--- src/pkg/acd_pkg.sv ---
// Constants, codes and carrier types of the channel diagnostics block
package acd_pkg;
  localparam int NAIN = 4;
  localparam int NAOUT = 2;
  localparam int DW = 16;
  localparam int AW = 6;
  localparam int BUS_W = 32;

  // Register map, word addresses: group in [5:2], index in [1:0]
  localparam logic [3:0] G_SYS = 4'h0;
  localparam logic [3:0] G_AIN_CFG = 4'h4;
  localparam logic [3:0] G_AIN_OFF = 4'h5;
  localparam logic [3:0] G_AIN_VAL = 4'h6;
  localparam logic [3:0] G_AIN_DIAG = 4'h7;
  localparam logic [3:0] G_AO_CFG = 4'h8;
  localparam logic [3:0] G_AO_VAL = 4'h9;
  localparam logic [1:0] IX_CTRL = 2'h0;
  localparam logic [1:0] IX_STAT = 2'h1;
  localparam logic [1:0] IX_MASK = 2'h2;
  localparam logic [1:0] IX_SUM = 2'h3;
  localparam logic [1:0] AO_IDX_LIM = 2'h2;

  localparam int CTRL_IRQ_EN = 0;
  localparam int CTRL_APPLY = 1;
  localparam int STAT_W = 3;
  localparam int STAT_FAULT_ON = 0;
  localparam int STAT_FAULT_OFF = 1;
  localparam int STAT_PARAM_FIX = 2;

  // Input and output range codes; codes above the last are invalid
  localparam logic [2:0] AIN_R_OFF = 3'h0;
  localparam logic [2:0] AIN_R_020 = 3'h1;
  localparam logic [2:0] AIN_R_420 = 3'h2;
  localparam logic [2:0] AIN_R_V10 = 3'h3;
  localparam logic [2:0] AIN_R_MAX = 3'h3;
  localparam logic [1:0] AO_R_OFF = 2'h0;
  localparam logic [1:0] AO_R_V10 = 2'h1;
  localparam logic [1:0] AO_R_020 = 2'h2;
  localparam logic [1:0] AO_R_MAX = 2'h2;

  // Scale: 1 uA or 1 mV per count
  localparam logic signed [DW:0] WB_LIMIT = 17'sh00640;
  localparam logic signed [DW:0] I_OVF = 17'sh05be0;
  localparam logic signed [DW:0] I_UNF = 17'sh00000;
  localparam logic signed [DW:0] V_OVF = 17'sh02df0;
  localparam logic signed [DW:0] V_UNF = 17'sh1d210;
  localparam logic signed [DW:0] SAT_HI = 17'sh07fff;
  localparam logic signed [DW:0] SAT_LO = 17'sh18000;
  localparam logic [1:0] WB_COUNT = 2'h3;
  localparam logic [DW-1:0] FORCE_VAL = 16'h7fff;
  localparam logic [DW-1:0] ZERO_VAL = 16'h0000;

  typedef struct packed {
    logic wb_en;
    logic [2:0] range;
  } acd_ain_cfg_t;

  typedef struct packed {
    logic bad;
    logic wire_break;
    logic unf;
    logic ovf;
  } acd_ain_diag_t;

  typedef struct packed {
    logic valid;
    logic [DW-1:0] value;
  } acd_meas_t;

  localparam int AIN_CFG_W = 4;
  localparam int AO_CFG_W = 2;
  localparam acd_ain_cfg_t AIN_CFG_RST = 4'h0;
endpackage

--- src/verilog/acd_ain.sv ---
// One analog input channel: correction, range, wire break, parameter check
`timescale 1ns/1ps
module acd_ain (
  input logic clk,
  input logic rst_n,
  input acd_pkg::acd_ain_cfg_t cfg,
  input logic [acd_pkg::DW-1:0] offset,
  input acd_pkg::acd_meas_t meas,
  output logic [acd_pkg::DW-1:0] value_q,
  output acd_pkg::acd_ain_diag_t diag_q
);
  import acd_pkg::*;
  logic signed [DW:0] corr, ovf_lim, unf_lim;
  logic bad, volt, active;
  logic [1:0] cnt_q, cnt_d;
  logic [DW-1:0] value_d;
  acd_ain_diag_t diag_d;

  always_comb begin
    corr = $signed({meas.value[DW-1], meas.value})
      + $signed({offset[DW-1], offset});
    bad = (cfg.range > AIN_R_MAX) || (cfg.wb_en && cfg.range != AIN_R_020);
    volt = cfg.range == AIN_R_V10;
    ovf_lim = volt ? V_OVF : I_OVF;
    unf_lim = volt ? V_UNF : I_UNF;
    active = !bad && cfg.range != AIN_R_OFF;
    cnt_d = cnt_q;
    value_d = value_q;
    diag_d = diag_q;
    diag_d.bad = bad;
    if (bad) begin
      value_d = FORCE_VAL;
      diag_d.ovf = 1'b0;
      diag_d.unf = 1'b0;
      diag_d.wire_break = 1'b0;
      cnt_d = 2'h0;
    end else if (!active) begin
      value_d = ZERO_VAL;
      diag_d.ovf = 1'b0;
      diag_d.unf = 1'b0;
      diag_d.wire_break = 1'b0;
      cnt_d = 2'h0;
    end else if (meas.valid) begin
      if (corr > SAT_HI) value_d = SAT_HI[DW-1:0];
      else if (corr < SAT_LO) value_d = SAT_LO[DW-1:0];
      else value_d = corr[DW-1:0];
      diag_d.ovf = corr >= ovf_lim;
      diag_d.unf = corr < unf_lim;
      if (cfg.wb_en && corr < WB_LIMIT) begin
        if (cnt_q != WB_COUNT) cnt_d = cnt_q + 2'h1;
      end else begin
        cnt_d = 2'h0;
      end
      diag_d.wire_break = cnt_d == WB_COUNT;
    end
  end

  always_ff @(posedge clk) begin
    if (!rst_n) begin
      cnt_q <= 2'h0;
      value_q <= ZERO_VAL;
      diag_q <= '0;
    end else begin
      cnt_q <= cnt_d;
      value_q <= value_d;
      diag_q <= diag_d;
    end
  end
endmodule

--- src/verilog/acd_aout.sv ---
// One analog output channel: parameter check and safe zero drive
`timescale 1ns/1ps
module acd_aout (
  input logic clk,
  input logic rst_n,
  input logic [acd_pkg::AO_CFG_W-1:0] cfg,
  input logic [acd_pkg::DW-1:0] value,
  output logic [acd_pkg::DW-1:0] drive_q,
  output logic bad_q
);
  import acd_pkg::*;
  logic bad_d;
  logic [DW-1:0] drive_d;

  always_comb begin
    bad_d = cfg > AO_R_MAX;
    drive_d = (bad_d || cfg == AO_R_OFF) ? ZERO_VAL : value;
  end

  always_ff @(posedge clk) begin
    if (!rst_n) begin
      bad_q <= 1'b0;
      drive_q <= ZERO_VAL;
    end else begin
      bad_q <= bad_d;
      drive_q <= drive_d;
    end
  end
endmodule

--- src/verilog/acd_top.sv ---
// Channel diagnostics top: register slave, channels, fault and interrupt
`timescale 1ns/1ps
module acd_top (
  input logic clk,
  input logic rst_n,
  input logic [acd_pkg::AW-1:0] avs_address,
  input logic avs_read,
  input logic avs_write,
  input logic [acd_pkg::BUS_W-1:0] avs_writedata,
  output logic [acd_pkg::BUS_W-1:0] avs_readdata,
  output logic avs_waitrequest,
  input acd_pkg::acd_meas_t meas_in [acd_pkg::NAIN],
  output logic [acd_pkg::DW-1:0] ao_drive [acd_pkg::NAOUT],
  output logic module_fault,
  output logic irq
);
  import acd_pkg::*;

  logic req, take;
  logic [3:0] grp;
  logic [1:0] idx;
  logic [BUS_W-1:0] rd_mux;

  logic wait_q, wait_d;
  logic [BUS_W-1:0] rdata_q, rdata_d;
  logic irq_en_q, irq_en_d;
  logic apply;
  logic [STAT_W-1:0] stat_q, stat_d, mask_q, mask_d, clr, ev;
  logic irq_q, irq_d;
  logic fault, fault_q, bad_any, bad_q;

  acd_ain_cfg_t cfg_s_q [NAIN];
  acd_ain_cfg_t cfg_s_d [NAIN];
  acd_ain_cfg_t cfg_a_q [NAIN];
  acd_ain_cfg_t cfg_a_d [NAIN];
  logic [DW-1:0] off_q [NAIN];
  logic [DW-1:0] off_d [NAIN];
  logic [AO_CFG_W-1:0] aocfg_s_q [NAOUT];
  logic [AO_CFG_W-1:0] aocfg_s_d [NAOUT];
  logic [AO_CFG_W-1:0] aocfg_a_q [NAOUT];
  logic [AO_CFG_W-1:0] aocfg_a_d [NAOUT];
  logic [DW-1:0] aoval_q [NAOUT];
  logic [DW-1:0] aoval_d [NAOUT];

  logic [DW-1:0] ain_val [NAIN];
  acd_ain_diag_t ain_diag [NAIN];
  logic [NAIN-1:0] ain_flt, ain_bad;
  logic [NAOUT-1:0] ao_bad;

  genvar g;
  generate
    for (g = 0; g < NAIN; g++) begin : g_ain
      acd_ain u_ain (
        .clk(clk),
        .rst_n(rst_n),
        .cfg(cfg_a_q[g]),
        .offset(off_q[g]),
        .meas(meas_in[g]),
        .value_q(ain_val[g]),
        .diag_q(ain_diag[g])
      );
      assign ain_flt[g] = |ain_diag[g];
      assign ain_bad[g] = ain_diag[g].bad;
    end
    for (g = 0; g < NAOUT; g++) begin : g_aout
      acd_aout u_aout (
        .clk(clk),
        .rst_n(rst_n),
        .cfg(aocfg_a_q[g]),
        .value(aoval_q[g]),
        .drive_q(ao_drive[g]),
        .bad_q(ao_bad[g])
      );
    end
  endgenerate

  // Bus decode; one wait cycle per access keeps read data registered
  always_comb begin
    req = avs_read || avs_write;
    take = req && !wait_q;
    grp = avs_address[AW-1:2];
    idx = avs_address[1:0];
  end

  always_comb begin
    rd_mux = '0;
    case (grp)
      G_SYS: begin
        case (idx)
          IX_CTRL: rd_mux = BUS_W'(irq_en_q);
          IX_STAT: rd_mux = BUS_W'(stat_q);
          IX_MASK: rd_mux = BUS_W'(mask_q);
          IX_SUM: rd_mux = BUS_W'({ao_bad, ain_flt, bad_q, fault_q});
          default: rd_mux = '0;
        endcase
      end
      G_AIN_CFG: rd_mux = BUS_W'(cfg_s_q[idx]);
      G_AIN_OFF: rd_mux = BUS_W'(off_q[idx]);
      G_AIN_VAL: rd_mux = BUS_W'(ain_val[idx]);
      G_AIN_DIAG: rd_mux = BUS_W'(ain_diag[idx]);
      G_AO_CFG: begin
        if (idx < AO_IDX_LIM) rd_mux = BUS_W'(aocfg_s_q[idx[0]]);
      end
      G_AO_VAL: begin
        if (idx < AO_IDX_LIM) rd_mux = BUS_W'(aoval_q[idx[0]]);
      end
      default: rd_mux = '0;
    endcase
  end

  always_comb begin
    wait_d = 1'b1;
    rdata_d = rdata_q;
    if (req && wait_q) begin
      wait_d = 1'b0;
      rdata_d = avs_read ? rd_mux : '0;
    end
    irq_en_d = irq_en_q;
    mask_d = mask_q;
    clr = '0;
    apply = 1'b0;
    cfg_s_d = cfg_s_q;
    cfg_a_d = cfg_a_q;
    off_d = off_q;
    aocfg_s_d = aocfg_s_q;
    aocfg_a_d = aocfg_a_q;
    aoval_d = aoval_q;
    if (take && avs_write) begin
      case (grp)
        G_SYS: begin
          case (idx)
            IX_CTRL: begin
              irq_en_d = avs_writedata[CTRL_IRQ_EN];
              apply = avs_writedata[CTRL_APPLY];
            end
            IX_STAT: clr = avs_writedata[STAT_W-1:0];
            IX_MASK: mask_d = avs_writedata[STAT_W-1:0];
            default: ;
          endcase
        end
        G_AIN_CFG: cfg_s_d[idx] = avs_writedata[AIN_CFG_W-1:0];
        G_AIN_OFF: off_d[idx] = avs_writedata[DW-1:0];
        G_AO_CFG: begin
          if (idx < AO_IDX_LIM) begin
            aocfg_s_d[idx[0]] = avs_writedata[AO_CFG_W-1:0];
          end
        end
        G_AO_VAL: begin
          if (idx < AO_IDX_LIM) aoval_d[idx[0]] = avs_writedata[DW-1:0];
        end
        default: ;
      endcase
    end
    // staged set becomes active, channels recheck
    if (apply) begin
      cfg_a_d = cfg_s_d;
      aocfg_a_d = aocfg_s_d;
    end
  end

  always_comb begin
    fault = |ain_flt || |ao_bad;
    bad_any = |ain_bad || |ao_bad;
    ev = '0;
    ev[STAT_FAULT_ON] = fault && !fault_q;
    ev[STAT_FAULT_OFF] = !fault && fault_q;
    ev[STAT_PARAM_FIX] = !bad_any && bad_q;
    // events only with interrupts enabled; set beats clear
    stat_d = (stat_q & ~clr) | (irq_en_q ? ev : '0);
    irq_d = |(stat_d & mask_q);
  end

  always_ff @(posedge clk) begin
    if (!rst_n) begin
      wait_q <= 1'b1;
      rdata_q <= '0;
      irq_en_q <= 1'b0;
      stat_q <= '0;
      mask_q <= '0;
      irq_q <= 1'b0;
      fault_q <= 1'b0;
      bad_q <= 1'b0;
      cfg_s_q <= '{default: AIN_CFG_RST};
      cfg_a_q <= '{default: AIN_CFG_RST};
      off_q <= '{default: ZERO_VAL};
      aocfg_s_q <= '{default: AO_R_OFF};
      aocfg_a_q <= '{default: AO_R_OFF};
      aoval_q <= '{default: ZERO_VAL};
    end else begin
      wait_q <= wait_d;
      rdata_q <= rdata_d;
      irq_en_q <= irq_en_d;
      stat_q <= stat_d;
      mask_q <= mask_d;
      irq_q <= irq_d;
      fault_q <= fault;
      bad_q <= bad_any;
      cfg_s_q <= cfg_s_d;
      cfg_a_q <= cfg_a_d;
      off_q <= off_d;
      aocfg_s_q <= aocfg_s_d;
      aocfg_a_q <= aocfg_a_d;
      aoval_q <= aoval_d;
    end
  end

  always_comb begin
    avs_readdata = rdata_q;
    avs_waitrequest = wait_q;
    module_fault = fault_q;
    irq = irq_q;
  end
endmodule
--- config.mk ---
export PLATFORM = sky130hd
export DESIGN_NAME = acd_top
export DESIGN_NICKNAME = d
export VERILOG_FILES = /design/src/pkg/acd_pkg.sv /design/src/verilog/acd_ain.sv /design/src/verilog/acd_aout.sv /design/src/verilog/acd_top.sv
export SDC_FILE = /design/constraint.sdc
export NUM_CORES = 1
export LEC_CHECK = 0
export BUFFER_PORTS_ARGS = -buffer_cell sky130_fd_sc_hd__buf_2
export CAP_MARGIN = 10
export CORE_MARGIN = 1.5
export CORE_UTILIZATION = 45
export CTS_CLUSTER_SIZE = 28
export DETAILED_ROUTE_END_ITERATION = 12
export PLACE_DENSITY = 0.7
export SYNTH_ARGS = -nofsm -noshare
export SYNTH_HDL_FRONTEND = slang
export SYNTH_SLANG_ARGS = --single-unit
--- constraint.sdc ---
create_clock -name clk -period 10.2 [get_ports clk]
set_clock_uncertainty 0.1 [all_clocks]
set_input_delay 0.51 -clock clk [delete_from_list [all_inputs] [get_ports clk]]
set_output_delay 0.51 -clock clk [all_outputs]
set_load 0.005 [all_outputs]
==> results_dict.tcl <==
set metrics [dict create \
    worst_slew_pin_slew_ns 1.29 \
    dpl.hpwl_um 41300 \
    grt_pass1_wl_um 82800 \
    dieArea_um2 37800 \
    routed_via_density 6.09 \
    ys_seq_area_share_pct 34.6 \
    ir_worst_vdd_uv 101 \
    status "finished clean" \
    endpoint_kind "register" \
    reg2reg_depth 12 \
    startpoint_type "register" \
    final_hold_viol_count 0 \
    cts_hold_buf 0 \
    syn_inst 1940 \
    yosysWarnings 0 \
    fin_hold_ws_ns 0.159 \
    fmax_ghz 0.242 \
    die_h_um 195 \
    static-leakage-power_nw 7.82 \
    grt.total_usage_pct 27.9 \
    drc 0 \
    setup-tns-final_ns 0 \
    finalPower_mw 2.52 \
    ant_nets 0 \
    min_period_ns 4.13 \
    synthFlopType "dfxtp_1" \
    postSynthAreaPerCell_um2 8.51 \
    crit-reg2reg-launch "off_q[7]" \
    r2r_slack_ns 6.07 \
    min_to "off_q[15]" \
    period_share_pct 40.5 \
    cap_violations 0 \
    clkLatencyLatePin_ns 0.59 \
    async_flop_share_pct 0 \
    grt_pass1_vias 14589 \
    crit_arrival_ns 4.53 \
    rows 69 \
    ys_ff_latch 285 \
    cts_buffer_depth 3 \
    initial_core_util_pct 46.1 \
    required_ns 10.60 \
    cts.root.buffer_cell "clkbuf_16" \
    cts_buffers 31 \
    first_pass_iters 6 \
    min_path_type "input pin to register" \
    cp_max_fo 8 \
    antenna_found_initial 1 \
    hold_depth 3 \
    synth_cell_types 84 \
    core-area_um2 35800 \
    syn_area_um2 16500 \
    drt_iter0_markers 1543 \
    area_delta_synth_final_pct 12.8 \
    cts_htree_levels 1 \
    vias 15349 \
    path_clk_slew_ns 0.06 \
    cts_resized 0 \
    grt_max_degree 79 \
    worstSetupPathType "register to register" \
    worstHoldStart "avs_writedata[15]" \
    drive_gt1_share_pct 15.4 \
    setup_viol 0 \
    cts_tree "built" \
    die_x_um 195 \
    slew_headroom_pct 13.8 \
    mostFrequentLayoutCells "dfxtp_1, nand2_1, a21oi_1" \
    fin_util_pct 52.0 \
    port_buffers 144 \
    power_density_nw_per_um2 135 \
    gp_congestion 0.978 \
    synth_edf_count 0 \
    nNetsFinal 2259 \
    r2r-end "g_ain[3].u_ain.diag_q[1]" \
    routedWlPerCell_um 21.4 \
    stdcell_count 2521 \
    wirelength_um 53900 \
    num_io_pins 177 \
    grt_overflow 0 \
    rsz0062_at_grt "no" \
    slew_violations 0 \
    place_inst 2463 \
    postCtsSetupRepairBufs 0 \
    n_antenna_cell 0 \
    mostFrequentLayoutCell "dfxtp_1" \
    cts.sinks 285 \
]
==> sequential cells by signal, indices dropped and copies added, names as in the netlist, 8 cells and up <==
name,flops
g_aout.u_aout.drive_q,32
cfg_a_q,16
cfg_s_q,16
g_ain.u_ain.value_q,64
aoval_q,32
g_ain.u_ain.diag_q,16
g_ain.u_ain.cnt_q,8
avs_readdata,16
off_q,64
==> cells in the mapped netlist (6+ instances only) <==
master    count  area share (%)
dfxtp_1     285              35
nand2_1     263             6.0
a21oi_1     227             6.9
nor2_1      159             3.6
ha_1        110             8.3
clkbuf_1     87             2.0
o21ai_0      67             2.0
inv_1        63             1.4
and3_1       42             1.6
nor3_1       42             1.3
mux4_2       41             5.6
mux2i_1      39             2.4
nand2b_1     35             1.3
xnor2_1      35             1.9
nand3_1      30            0.91
a211oi_1     29             1.3
a21o_1       25             1.1
and2_1       20            0.76
mux2_2       19             1.3
o221a_2      18             1.2
a22oi_1      17            0.77
buf_4        16            0.73
o22ai_1      16            0.61
o211ai_1     15            0.68
o21a_1       15            0.68
or2_2        15            0.57
a221oi_1     14            0.74
xor2_1       14            0.74
nor2b_1      11            0.42
or3_1        11            0.42
nor4_1       10            0.38
o41ai_1       9            0.48
a211o_1       8            0.42
buf_1         8            0.18
nand3b_1      8            0.36
nor3b_1       8            0.36
o21bai_1      8            0.36
a311oi_1      6            0.32
nand4_1       6            0.23
o211a_1       6            0.36
o31ai_1       6            0.27
==> layer usage <==
metal | track usage [%] | vias up | wire length (um)
met3 | 4.22 | 130 | 4720
li1 | - | 7203 | -
met2 | 44.1 | 666 | 23900
met4 | 13.2 | 2 | 2820
met1 | 37.4 | 7348 | 22500
met5 | 0 | - | 15
==> critical path: stages (launching register included) <==
cell      delay, ns
dfxtp_1        0.49
ha_1           0.39
a2111o_1       0.43
o21ai_0        0.32
a21oi_1        0.18
a211o_1        0.30
o21ai_0        0.50
ha_1           0.35
o21ai_0        0.24
o21ai_0        0.13
and2_0         0.19
a211o_1        0.29
a31oi_1        0.13
==> cell type report <==
| cell class | instances | area, um2 |
|---|---|---|
| Fill cell | 3332 | 17200 |
| Multi-Input combinational cell | 1494 | 10200 |
| Sequential cell | 285 | 5710 |
| Clock buffer | 44 | 915 |
| Timing Repair Buffer | 159 | 833 |
| Tap cell | 461 | 577 |
| Inverter | 64 | 245 |
| Clock inverter | 14 | 200 |
==> where the power goes <==
group          internal (mW)  switching, mW
registers               1.11        0.00188
logic                 0.0673          0.129
clock network          0.728          0.479
total                   1.91          0.610
==> worst max path at each step <==
stage | startpoint | endpoint | cells past startpoint
detailed placement | meas_in[7] | g_ain[3].u_ain.diag_q[1] | 13
global placement | meas_in[3] | g_ain[3].u_ain.diag_q[0] | 14
CTS | off_q[7] | g_ain[3].u_ain.diag_q[1] | 12
global route | off_q[7] | g_ain[3].u_ain.diag_q[1] | 12
floorplan | meas_in[7] | g_ain[3].u_ain.diag_q[1] | 13
finish | off_q[7] | g_ain[3].u_ain.diag_q[1] | 12
==> cell families (layout without fill, tap and decap cells) <==
kind of cell    Yosys count  after routing  synth area share (%)
simple gates            673            673                  18.9
fa+ha+maj               116            116                  8.94
mux                      99             99                  9.25
xor+xnor                 49             49                  2.60
buf+inv                 176            281                  4.37
other cells               1             16                0.0227
flops                   285            285                  34.6
compound gates          541            541                  21.4
==> stage by stage <==
step	instance area, um2	worst slack, ns
4_1_cts	18600	6.10
3_3_place_gp	17500	6.11
2_1_floorplan	16600	6.58
3_5_place_dp	17500	5.95
5_1_grt	18600	5.69
6_report	18600	6.07
No activity file was read; power rests on OpenSTA's default activity.
